## config.mk

```make
export PLATFORM = sky130hd
export DESIGN_NAME = atm_tx_cell_gen
export DESIGN_NICKNAME = d
export VERILOG_FILES = /design/src/atm_tx_gen_pkg.sv /design/src/atm_tx_cell_gen.sv
export SDC_FILE = /design/constraint.sdc
export NUM_CORES = 1
export LEC_CHECK = 0
export BUFFER_PORTS_ARGS = -buffer_cell sky130_fd_sc_hd__buf_4
export CAP_MARGIN = 5
export CORE_MARGIN = 2
export CORE_UTILIZATION = 50
export DETAILED_ROUTE_END_ITERATION = 10
export PLACE_DENSITY = 0.72
export SYNTH_ARGS = -nofsm -noshare
export SYNTH_HDL_FRONTEND = slang
export SYNTH_SLANG_ARGS = --single-unit
export TNS_END_PERCENT = 50
```

## constraint.sdc

```tcl
create_clock -name aclk -period 22.6 [get_ports aclk]
set_input_delay 2.26 -clock aclk [delete_from_list [all_inputs] [get_ports aclk]]
set_output_delay 2.26 -clock aclk [all_outputs]
set_load 0.05 [all_outputs]
```

## src/atm_tx_gen_pkg.sv

```systemverilog
package atm_tx_gen_pkg;

    // Number of transmit FIFO ports served by the generator.
    localparam int NUM_PORTS = 4;

    // Register indices; the byte address is four times the index.
    localparam logic [4:0] IDX_ERRPAT = 5'h03;
    localparam logic [4:0] IDX_GEN0 = 5'h04;
    localparam logic [4:0] IDX_RATE23 = 5'h08;
    localparam logic [4:0] IDX_RATE01 = 5'h09;
    localparam logic [4:0] IDX_IDLE12 = 5'h0A;
    localparam logic [4:0] IDX_IDLE34 = 5'h0B;
    localparam logic [4:0] IDX_HDR0 = 5'h0C;
    localparam logic [4:0] IDX_LAST = 5'h13;

    // Bit positions inside a port generation control register.
    localparam int GEN_INHIBIT_BIT = 13;
    localparam int GEN_ERR_CRC_BIT = 12;
    localparam int GEN_ERR_HEC_BIT = 11;
    localparam int GEN_DIS_CRC_BIT = 10;
    localparam int GEN_DIS_HEC_BIT = 9;
    localparam int GEN_INS_CLP_BIT = 8;
    localparam int GEN_INS_PT_BIT = 7;
    localparam int GEN_INS_VCI_BIT = 6;
    localparam int GEN_INS_VPI_BIT = 5;
    localparam int GEN_INS_GFC_BIT = 4;
    localparam int GEN_PRIO_LSB = 2;
    localparam int GEN_FMT_LSB = 0;
    localparam logic [15:0] GEN_WMASK = 16'h3FFF;

    // Values after reset.
    localparam logic [15:0] REG16_RESET = 16'h0000;
    localparam logic [7:0] REG8_RESET = 8'h00;

    // Header field layout over octets one to four.
    localparam logic [31:0] GFC_MASK = 32'hF0000000;
    localparam logic [31:0] VPI_MASK = 32'h0FF00000;
    localparam logic [31:0] VCI_MASK = 32'h000FFFF0;
    localparam logic [31:0] PT_MASK = 32'h0000000E;
    localparam logic [31:0] CLP_MASK = 32'h00000001;

    // Rate credit, HEC and CRC constants.
    localparam logic [8:0] RATE_FULL = 9'h0FF;
    localparam logic [7:0] HEC_POLY = 8'h07;
    localparam logic [7:0] HEC_COSET = 8'h55;
    localparam logic [9:0] CRC_ERR_MASK = 10'h001;

    // AXI response codes.
    localparam logic [1:0] RESP_OKAY = 2'h0;
    localparam logic [1:0] RESP_SLVERR = 2'h2;

    // Cell length codes.
    typedef enum logic [1:0] {
        FMT_48 = 2'h0,
        FMT_52 = 2'h1,
        FMT_53 = 2'h2,
        FMT_57 = 2'h3
    } cell_fmt_e;

    // CRC-8 header check over octets one to four, plus the coset.
    function automatic logic [7:0] hec_calc(input logic [31:0] hdr);
        logic [7:0] c;
        logic fb;
        c = 8'h00;
        for (int i = 31; i >= 0; i--) begin
            fb = c[7] ^ hdr[i];
            c = {c[6:0], 1'b0};
            if (fb) begin
                c = c ^ HEC_POLY;
            end
        end
        return c ^ HEC_COSET;
    endfunction

endpackage

```

## src/atm_tx_cell_gen.sv

```systemverilog
// Operation
// Inhibit bit sends one idle cell instead
// Payload CRC error bit errors one cell, clears
// HEC error bit errors one cell, clears
// CRC disable passes FIFO CRC-10 field
// HEC disable passes FIFO octet five
// HEC error bits are mask XOR HEC
// GFC insert overwrites GFC in longer formats
// 48-octet format always takes programmed GFC
// VPI insert overwrites VPI field
// VCI insert overwrites VCI field
// PT insert overwrites PT field
// CLP insert overwrites CLP bit
// Two-bit priority chooses among ports
// Format code selects 48/52/53/57 octets
// Port 0 controls govern single-port mode
// Eight-bit rate per port, paired registers
// Zero rate sends no cells
// All-ones rate allows maximum rate
// Idle octets one, two from first register
// Idle octets three, four from second register
// Software programs idle header 00,00,00,01
// Software writes zero to reserved bits
// HEC mask is low byte of error pattern
// No eligible port means idle cell
//
// Register access over AXI4-Lite was chosen for this implementation.
`timescale 1ns/1ps
module atm_tx_cell_gen
    import atm_tx_gen_pkg::*;
#(
    parameter int ADDR_W = 8
) (
    input wire logic aclk,
    input wire logic aresetn,
    input wire logic [ADDR_W-1:0] awaddr,
    input wire logic [2:0] awprot,
    input wire logic awvalid,
    output logic awready,
    input wire logic [31:0] wdata,
    input wire logic [3:0] wstrb,
    input wire logic wvalid,
    output logic wready,
    output logic [1:0] bresp,
    output logic bvalid,
    input wire logic bready,
    input wire logic [ADDR_W-1:0] araddr,
    input wire logic [2:0] arprot,
    input wire logic arvalid,
    output logic arready,
    output logic [31:0] rdata,
    output logic [1:0] rresp,
    output logic rvalid,
    input wire logic rready,
    input wire logic utopia_mode,
    input wire logic cell_slot,
    input wire logic [NUM_PORTS-1:0] port_valid,
    input wire logic [NUM_PORTS-1:0][31:0] port_header,
    input wire logic [NUM_PORTS-1:0][7:0] port_hec,
    input wire logic [NUM_PORTS-1:0][9:0] port_crc,
    input wire logic [NUM_PORTS-1:0][9:0] port_crc_calc,
    output logic [NUM_PORTS-1:0] port_take,
    output logic cell_valid,
    output logic cell_idle,
    output logic [1:0] cell_port,
    output logic [1:0] cell_format,
    output logic [31:0] cell_header,
    output logic [7:0] cell_hec,
    output logic [9:0] cell_crc
);

    logic awready_ff, wready_ff, bvalid_ff, arready_ff, rvalid_ff;
    logic [1:0] bresp_ff, rresp_ff;
    logic [31:0] rdata_ff;
    logic [ADDR_W-1:0] aw_addr_ff;
    logic [15:0] w_data_ff;
    logic [1:0] w_strb_ff;
    logic [NUM_PORTS-1:0][15:0] gen_ctrl_ff;
    logic [NUM_PORTS-1:0][7:0] rate_ff;
    logic [NUM_PORTS-1:0][7:0] acc_ff;
    logic [2*NUM_PORTS-1:0][15:0] hdr_ff;
    logic [15:0] idle12_ff, idle34_ff;
    logic [7:0] errpat_ff;
    logic [NUM_PORTS-1:0] port_take_ff;
    logic cell_valid_ff, cell_idle_ff;
    logic [1:0] cell_port_ff, cell_format_ff;
    logic [31:0] cell_header_ff;
    logic [7:0] cell_hec_ff;
    logic [9:0] cell_crc_ff;

    logic wr_go, wr_ok;
    logic [4:0] wr_idx, rd_idx;
    logic [NUM_PORTS-1:0] wr_gen;
    logic [NUM_PORTS-1:0][8:0] sum;
    logic [NUM_PORTS-1:0] elig;
    logic found, inh_sel, sent;
    logic [1:0] win, best;
    logic [15:0] sel_ctrl;
    logic [31:0] hv, hmask, hdr_sel, idle_hdr;
    logic [7:0] hec_sel;
    logic [9:0] crc_sel;

    // True when an address falls on a mapped register word.
    function automatic logic addr_ok(input logic [ADDR_W-1:0] a);
        logic [4:0] idx;
        idx = a[6:2];
        return ((a >> 7) == '0) && (idx >= IDX_ERRPAT) && (idx <= IDX_LAST);
    endfunction

    // Merges a write into a 16-bit register under the two low strobes.
    function automatic logic [15:0] merge16(input logic [15:0] old,
                                            input logic [15:0] nw,
                                            input logic [1:0] strb);
        return {strb[1] ? nw[15:8] : old[15:8],
                strb[0] ? nw[7:0] : old[7:0]};
    endfunction

    // Read multiplexer; narrow registers sit in the low bits.
    function automatic logic [15:0] read_reg(input logic [4:0] idx);
        logic [15:0] v;
        v = 16'h0000;
        if (idx == IDX_ERRPAT) begin
            v = {8'h00, errpat_ff};
        end else if (idx >= IDX_GEN0 && idx < IDX_RATE23) begin
            v = gen_ctrl_ff[2'(idx - IDX_GEN0)];
        end else if (idx == IDX_RATE23) begin
            v = {rate_ff[3], rate_ff[2]};
        end else if (idx == IDX_RATE01) begin
            v = {rate_ff[1], rate_ff[0]};
        end else if (idx == IDX_IDLE12) begin
            v = idle12_ff;
        end else if (idx == IDX_IDLE34) begin
            v = idle34_ff;
        end else if (idx >= IDX_HDR0 && idx <= IDX_LAST) begin
            v = hdr_ff[3'(idx - IDX_HDR0)];
        end
        return v;
    endfunction

    // Header fields to overwrite from the programmed value.
    function automatic logic [31:0] ins_mask(input logic [15:0] c);
        logic [31:0] m;
        m = 32'h00000000;
        if (c[GEN_INS_GFC_BIT] ||
            c[GEN_FMT_LSB +: 2] == FMT_48) begin
            m = m | GFC_MASK;
        end
        if (c[GEN_INS_VPI_BIT]) begin
            m = m | VPI_MASK;
        end
        if (c[GEN_INS_VCI_BIT]) begin
            m = m | VCI_MASK;
        end
        if (c[GEN_INS_PT_BIT]) begin
            m = m | PT_MASK;
        end
        if (c[GEN_INS_CLP_BIT]) begin
            m = m | CLP_MASK;
        end
        return m;
    endfunction

    // A write is performed once both address and data are held.
    assign wr_go = !awready_ff && !wready_ff && !bvalid_ff;
    assign wr_ok = addr_ok(aw_addr_ff);
    assign wr_idx = aw_addr_ff[6:2];
    assign rd_idx = araddr[6:2];

    // Write address and data channels, taken in either order.
    always_ff @(posedge aclk) begin
        if (!aresetn) begin
            awready_ff <= 1'b1;
            wready_ff <= 1'b1;
            aw_addr_ff <= '0;
            w_data_ff <= REG16_RESET;
            w_strb_ff <= 2'h0;
        end else begin
            if (awvalid && awready_ff) begin
                aw_addr_ff <= awaddr;
                awready_ff <= 1'b0;
            end else if (bvalid_ff && bready) begin
                awready_ff <= 1'b1;
            end
            if (wvalid && wready_ff) begin
                w_data_ff <= wdata[15:0];
                w_strb_ff <= wstrb[1:0];
                wready_ff <= 1'b0;
            end else if (bvalid_ff && bready) begin
                wready_ff <= 1'b1;
            end
        end
    end

    // Write response; unmapped addresses answer with a slave error.
    always_ff @(posedge aclk) begin
        if (!aresetn) begin
            bvalid_ff <= 1'b0;
            bresp_ff <= RESP_OKAY;
        end else if (wr_go) begin
            bvalid_ff <= 1'b1;
            bresp_ff <= wr_ok ? RESP_OKAY : RESP_SLVERR;
        end else if (bvalid_ff && bready) begin
            bvalid_ff <= 1'b0;
        end
    end

    // Read channel answers one cycle after the address is taken.
    always_ff @(posedge aclk) begin
        if (!aresetn) begin
            arready_ff <= 1'b1;
            rvalid_ff <= 1'b0;
            rdata_ff <= 32'h00000000;
            rresp_ff <= RESP_OKAY;
        end else if (arvalid && arready_ff) begin
            arready_ff <= 1'b0;
            rvalid_ff <= 1'b1;
            rdata_ff <= {16'h0000, read_reg(rd_idx)};
            rresp_ff <= addr_ok(araddr) ? RESP_OKAY : RESP_SLVERR;
        end else if (rvalid_ff && rready) begin
            rvalid_ff <= 1'b0;
            arready_ff <= 1'b1;
        end
    end

    // Plain registers: error pattern, rates, idle and port headers.
    always_ff @(posedge aclk) begin
        if (!aresetn) begin
            errpat_ff <= REG8_RESET;
            rate_ff <= '0;
            idle12_ff <= REG16_RESET;
            idle34_ff <= REG16_RESET;
            hdr_ff <= '0;
        end else if (wr_go && wr_ok) begin
            if (wr_idx == IDX_ERRPAT && w_strb_ff[0]) begin
                errpat_ff <= w_data_ff[7:0];
            end
            if (wr_idx == IDX_RATE23) begin
                {rate_ff[3], rate_ff[2]} <=
                    merge16({rate_ff[3], rate_ff[2]}, w_data_ff,
                            w_strb_ff);
            end
            if (wr_idx == IDX_RATE01) begin
                {rate_ff[1], rate_ff[0]} <=
                    merge16({rate_ff[1], rate_ff[0]}, w_data_ff,
                            w_strb_ff);
            end
            if (wr_idx == IDX_IDLE12) begin
                idle12_ff <= merge16(idle12_ff, w_data_ff, w_strb_ff);
            end
            if (wr_idx == IDX_IDLE34) begin
                idle34_ff <= merge16(idle34_ff, w_data_ff, w_strb_ff);
            end
            for (int k = 0; k < 2 * NUM_PORTS; k++) begin
                if (wr_idx == 5'(IDX_HDR0 + k)) begin
                    hdr_ff[k] <= merge16(hdr_ff[k], w_data_ff, w_strb_ff);
                end
            end
        end
    end

    // Write strobes for the four generation control registers.
    always_comb begin
        for (int p = 0; p < NUM_PORTS; p++) begin
            wr_gen[p] = wr_go && wr_ok && (wr_idx == 5'(IDX_GEN0 + p));
        end
    end

    // Generation control; a software write wins over a self-clear.
    always_ff @(posedge aclk) begin
        if (!aresetn) begin
            gen_ctrl_ff <= '0;
        end else begin
            for (int p = 0; p < NUM_PORTS; p++) begin
                if (wr_gen[p]) begin
                    gen_ctrl_ff[p] <= merge16(gen_ctrl_ff[p], w_data_ff,
                                              w_strb_ff) & GEN_WMASK;
                end else if (cell_slot && found && win == 2'(p)) begin
                    if (inh_sel) begin
                        gen_ctrl_ff[p][GEN_INHIBIT_BIT] <= 1'b0;
                    end else begin
                        gen_ctrl_ff[p][GEN_ERR_CRC_BIT] <= 1'b0;
                        gen_ctrl_ff[p][GEN_ERR_HEC_BIT] <= 1'b0;
                    end
                end
            end
        end
    end

    // Rate credit and priority choice of the port for this slot.
    always_comb begin
        found = 1'b0;
        win = 2'h0;
        best = 2'h0;
        for (int p = 0; p < NUM_PORTS; p++) begin
            sum[p] = {1'b0, acc_ff[p]} + {1'b0, rate_ff[p]};
            elig[p] = port_valid[p] && (rate_ff[p] != 8'h00) &&
                      (sum[p] >= RATE_FULL) &&
                      (!utopia_mode || p == 0);
            if (elig[p] && (!found ||
                gen_ctrl_ff[p][GEN_PRIO_LSB +: 2] > best)) begin
                found = 1'b1;
                win = 2'(p);
                best = gen_ctrl_ff[p][GEN_PRIO_LSB +: 2];
            end
        end
    end

    // Header, HEC and CRC of the chosen port's cell.
    assign sel_ctrl = gen_ctrl_ff[win];
    assign inh_sel = sel_ctrl[GEN_INHIBIT_BIT];
    assign sent = found && !inh_sel;
    assign hv = {hdr_ff[{win, 1'b0}], hdr_ff[{win, 1'b1}]};
    assign hmask = ins_mask(sel_ctrl);
    assign hdr_sel = (port_header[win] & ~hmask) | (hv & hmask);
    assign idle_hdr = {idle12_ff, idle34_ff};

    // HEC is generated or passed, then errored by the pattern mask.
    always_comb begin
        hec_sel = sel_ctrl[GEN_DIS_HEC_BIT] ? port_hec[win]
                                            : hec_calc(hdr_sel);
        if (sel_ctrl[GEN_ERR_HEC_BIT]) begin
            hec_sel = hec_sel ^ errpat_ff;
        end
        crc_sel = sel_ctrl[GEN_DIS_CRC_BIT] ? port_crc[win]
                                            : port_crc_calc[win];
        if (sel_ctrl[GEN_ERR_CRC_BIT]) begin
            crc_sel = crc_sel ^ CRC_ERR_MASK;
        end
    end

    // Rate credit accumulators, spent when a cell is sent.
    always_ff @(posedge aclk) begin
        if (!aresetn) begin
            acc_ff <= '0;
        end else if (cell_slot) begin
            for (int p = 0; p < NUM_PORTS; p++) begin
                if (sent && win == 2'(p)) begin
                    acc_ff[p] <= 8'(sum[p] - RATE_FULL);
                end else if (sum[p] > RATE_FULL) begin
                    acc_ff[p] <= RATE_FULL[7:0];
                end else begin
                    acc_ff[p] <= sum[p][7:0];
                end
            end
        end
    end

    // Cell output: one cell per slot, idle when nothing is sent.
    always_ff @(posedge aclk) begin
        if (!aresetn) begin
            port_take_ff <= '0;
            cell_valid_ff <= 1'b0;
            cell_idle_ff <= 1'b0;
            cell_port_ff <= 2'h0;
            cell_format_ff <= FMT_48;
            cell_header_ff <= 32'h00000000;
            cell_hec_ff <= 8'h00;
            cell_crc_ff <= 10'h000;
        end else begin
            port_take_ff <= '0;
            cell_valid_ff <= cell_slot;
            if (cell_slot && sent) begin
                port_take_ff[win] <= 1'b1;
                cell_idle_ff <= 1'b0;
                cell_port_ff <= win;
                cell_format_ff <= sel_ctrl[GEN_FMT_LSB +: 2];
                cell_header_ff <= hdr_sel;
                cell_hec_ff <= hec_sel;
                cell_crc_ff <= crc_sel;
            end else if (cell_slot) begin
                cell_idle_ff <= 1'b1;
                cell_port_ff <= win;
                cell_format_ff <= gen_ctrl_ff[0][GEN_FMT_LSB +: 2];
                cell_header_ff <= idle_hdr;
                cell_hec_ff <= hec_calc(idle_hdr);
                cell_crc_ff <= 10'h000;
            end
        end
    end

    // Outputs straight from their flip-flops.
    assign awready = awready_ff;
    assign wready = wready_ff;
    assign bvalid = bvalid_ff;
    assign bresp = bresp_ff;
    assign arready = arready_ff;
    assign rvalid = rvalid_ff;
    assign rdata = rdata_ff;
    assign rresp = rresp_ff;
    assign port_take = port_take_ff;
    assign cell_valid = cell_valid_ff;
    assign cell_idle = cell_idle_ff;
    assign cell_port = cell_port_ff;
    assign cell_format = cell_format_ff;
    assign cell_header = cell_header_ff;
    assign cell_hec = cell_hec_ff;
    assign cell_crc = cell_crc_ff;
endmodule

```

==> out/metrics.csv <==
metric;value;unit
outcome;finished clean;
slowest_stage;a21o_1;
io_pins;412;
switching_power;489;µW
grt_pass1_vias;22900;
h-tree-depth;2;
antenna_found_initial;1;
overflow;0;
p_per_area;61.0;nW/µm²
slew_headroom;0.0565;
sw_frac_of_total;0.270;
cts_setup_buffers;0;
fin_nets;3561;
reg2reg_slack;10150;ps
slowest_delay;740;ps
wl;97100;µm
vdd_ir_drop_max;0.0000456;V
synth_seq_area_share;0.316;
rows;81;
drt_iter0_markers;2932;
drtPass1Iterations;6;
setup_violations;0;
finalMaxSlewViolations;0;
p_seq_frac;0.403;
cts_hold_buf;0;
clkSlewWorstSetupHoldPaths;60;ps
hpwl;70100;µm
hold_viol_final;0;
clockPowerShare;0.439;
dp.cells;3821;
rsz0062_at_grt;false;
leakage;11.9;nW
post_dp_cell_area;28100;µm²
ys_seq_elements;395;
avgSynthCellArea;8.43;µm²
track_usage;0.365;
root_buffer;clkbuf_16;
critPathRequiredTime;23070;ps
synth-async-reset-ratio;0;
layout_commonest_cell;nor2_1;
remaining_drc_errors;0;
synth_top_flop_cell;dfxtp_1;
worst_pin_slew;1410;ps
syn_area;25000;µm²
die_h;228;µm
p_int;1.32;mW
cts_tree;done;
wl_per_cell;24.9;µm
yosysWarnings;0;
core;49200;µm²
synth_edf_count;0;
cts_buffers;45;
synth_cell_type_count;94;
cp-end-kind;register;
worstSkewPairLatency;590;ps
die_w;228;µm
grt_max_degree;102;
hold_class;register to register;
cts_buffer_depth;3;
synth_cells;2963;
ant_nets;0;
timing.final.crit_share;0.551;
combPwrFrac;0.158;
design_area;29600;µm²
final_cell_mix;410 x nor2_1, 407 x buf_4, 395 x dfxtp_1;
dieArea;51800;µm²
cap_violations;0;
drive_gt1_frac;0.188;
power;1.81;mW
crit_path_start_kind;register;
fmax;80.3;MHz
crit_type;register to register;
cp.arrival;12920;ps
num_vias;24500;
syn_to_final_growth;18.7;%
place_congestion;0.960;
finalClockSkew;21.6;ps
crit_fanout;55;
start_util;0.508;
cts.repair.resized;0;
fin_setup_tns;0;ps
post-route-min-period;12450;ps
fin_cells;3903;
portBuffers;365;
cpMostUsedCell;a21oi_1;
cts.sinks;395;
vias_per_cell;6.28;
grt_pass1_wl;143000;µm
## state kept, by name, indices dropped and copies added, names as in the netlist, 2 cells and up
signal / cells
hdr_ff: 128
cell_hec: 8
gen_ctrl_ff: 56
aw_addr_ff: 6
port_take: 4
cell_format: 2
cell_crc: 10
acc_ff: 32
rdata: 16
idle34_ff: 16
w_strb_ff: 2
errpat_ff: 8
w_data_ff: 16
cell_header: 32
idle12_ff: 16
rate_ff: 32
cell_port: 2
## metal layers
metal | GRT usage | part of all wire
met1 | 0.489 | 0.40
met2 | 0.558 | 0.44
met3 | 0.0856 | 0.11
met4 | 0.169 | 0.049
met5 | 0 | 0.00011
## worst max-delay path, delay by kind of cell, from the launching register on
kind | cells | cell delay (ps)
flops | 1 | 480
fa+ha+maj | 4 | 1270
mux | 2 | 770
buf+inv | 4 | 1660
simple gates | 10 | 1710
xor+xnor | 6 | 2220
compound gates | 15 | 4150
## power groups by stage
stage / sequential (mW) / clock [mW] / combinational, mW
floorplan: 0.749 / 0 / 0.175
global placement: 0.742 / 0 / 0.278
detailed placement: 0.743 / 0 / 0.281
CTS: 0.727 / 0.796 / 0.283
global route: 0.729 / 0.826 / 0.303
finish: 0.729 / 0.794 / 0.287
## area by class of cell
class	instances	area, µm²
Fill cell	4320	19500
Multi-Input combinational cell	2326	16200
Sequential cell	395	7910
Timing Repair Buffer	407	3060
Clock buffer	59	1290
Tap cell	664	831
Clock inverter	21	295
Inverter	29	114
Antenna cell	2	5.00
## synthesized netlist by cell type (all sizes together), types with 24 or more instances
master	instances	share of area
o221ai	26	0.0091
mux2i	312	0.13
a211oi	31	0.011
nand3	41	0.0082
nor2b	81	0.020
mux4	48	0.043
xnor2	122	0.044
clkbuf	163	0.024
nor2	413	0.062
nand2	335	0.050
nor3	92	0.018
a221oi	31	0.011
ha	42	0.021
o21ai	120	0.024
buf	67	0.015
mux2	24	0.011
xor2	53	0.019
inv	27	0.0041
a31oi	38	0.0095
dfxtp	395	0.32
a21oi	134	0.027
## path summary, 6_finish.rpt
check / startpoint / end / depth (start not counted)
worst max-delay path: rate_ff[1] / cell_hec[0] / 41
worst min-delay path: rdata[4] / rdata[4] / 2
worst max register to register: rate_ff[1] / cell_hec[0] / 41
worst min register to register: rdata[4] / rdata[4] / 2
## logic make-up after synthesis
group | share of synthesized area
adder cells (fa/ha/maj) | 0.0242
AO/OA/AOI/OAI | 0.163
multiplexers | 0.180
AND/OR/NAND/NOR | 0.195
other | 0.000150
flip-flops | 0.316
buffers and inverters | 0.0435
XOR/XNOR | 0.0783
## stage by stage
step           setup slack (ps)  hold slack [ps]   util
2_1_floorplan             11590              440      -
3_3_place_gp              10350              455  0.571
3_5_place_dp              10310              461  0.571
4_1_cts                   10520              468  0.603
5_1_grt                    9730              490  0.603
6_report                  10150              467  0.603
No activity file was read; power rests on OpenSTA's default activity.
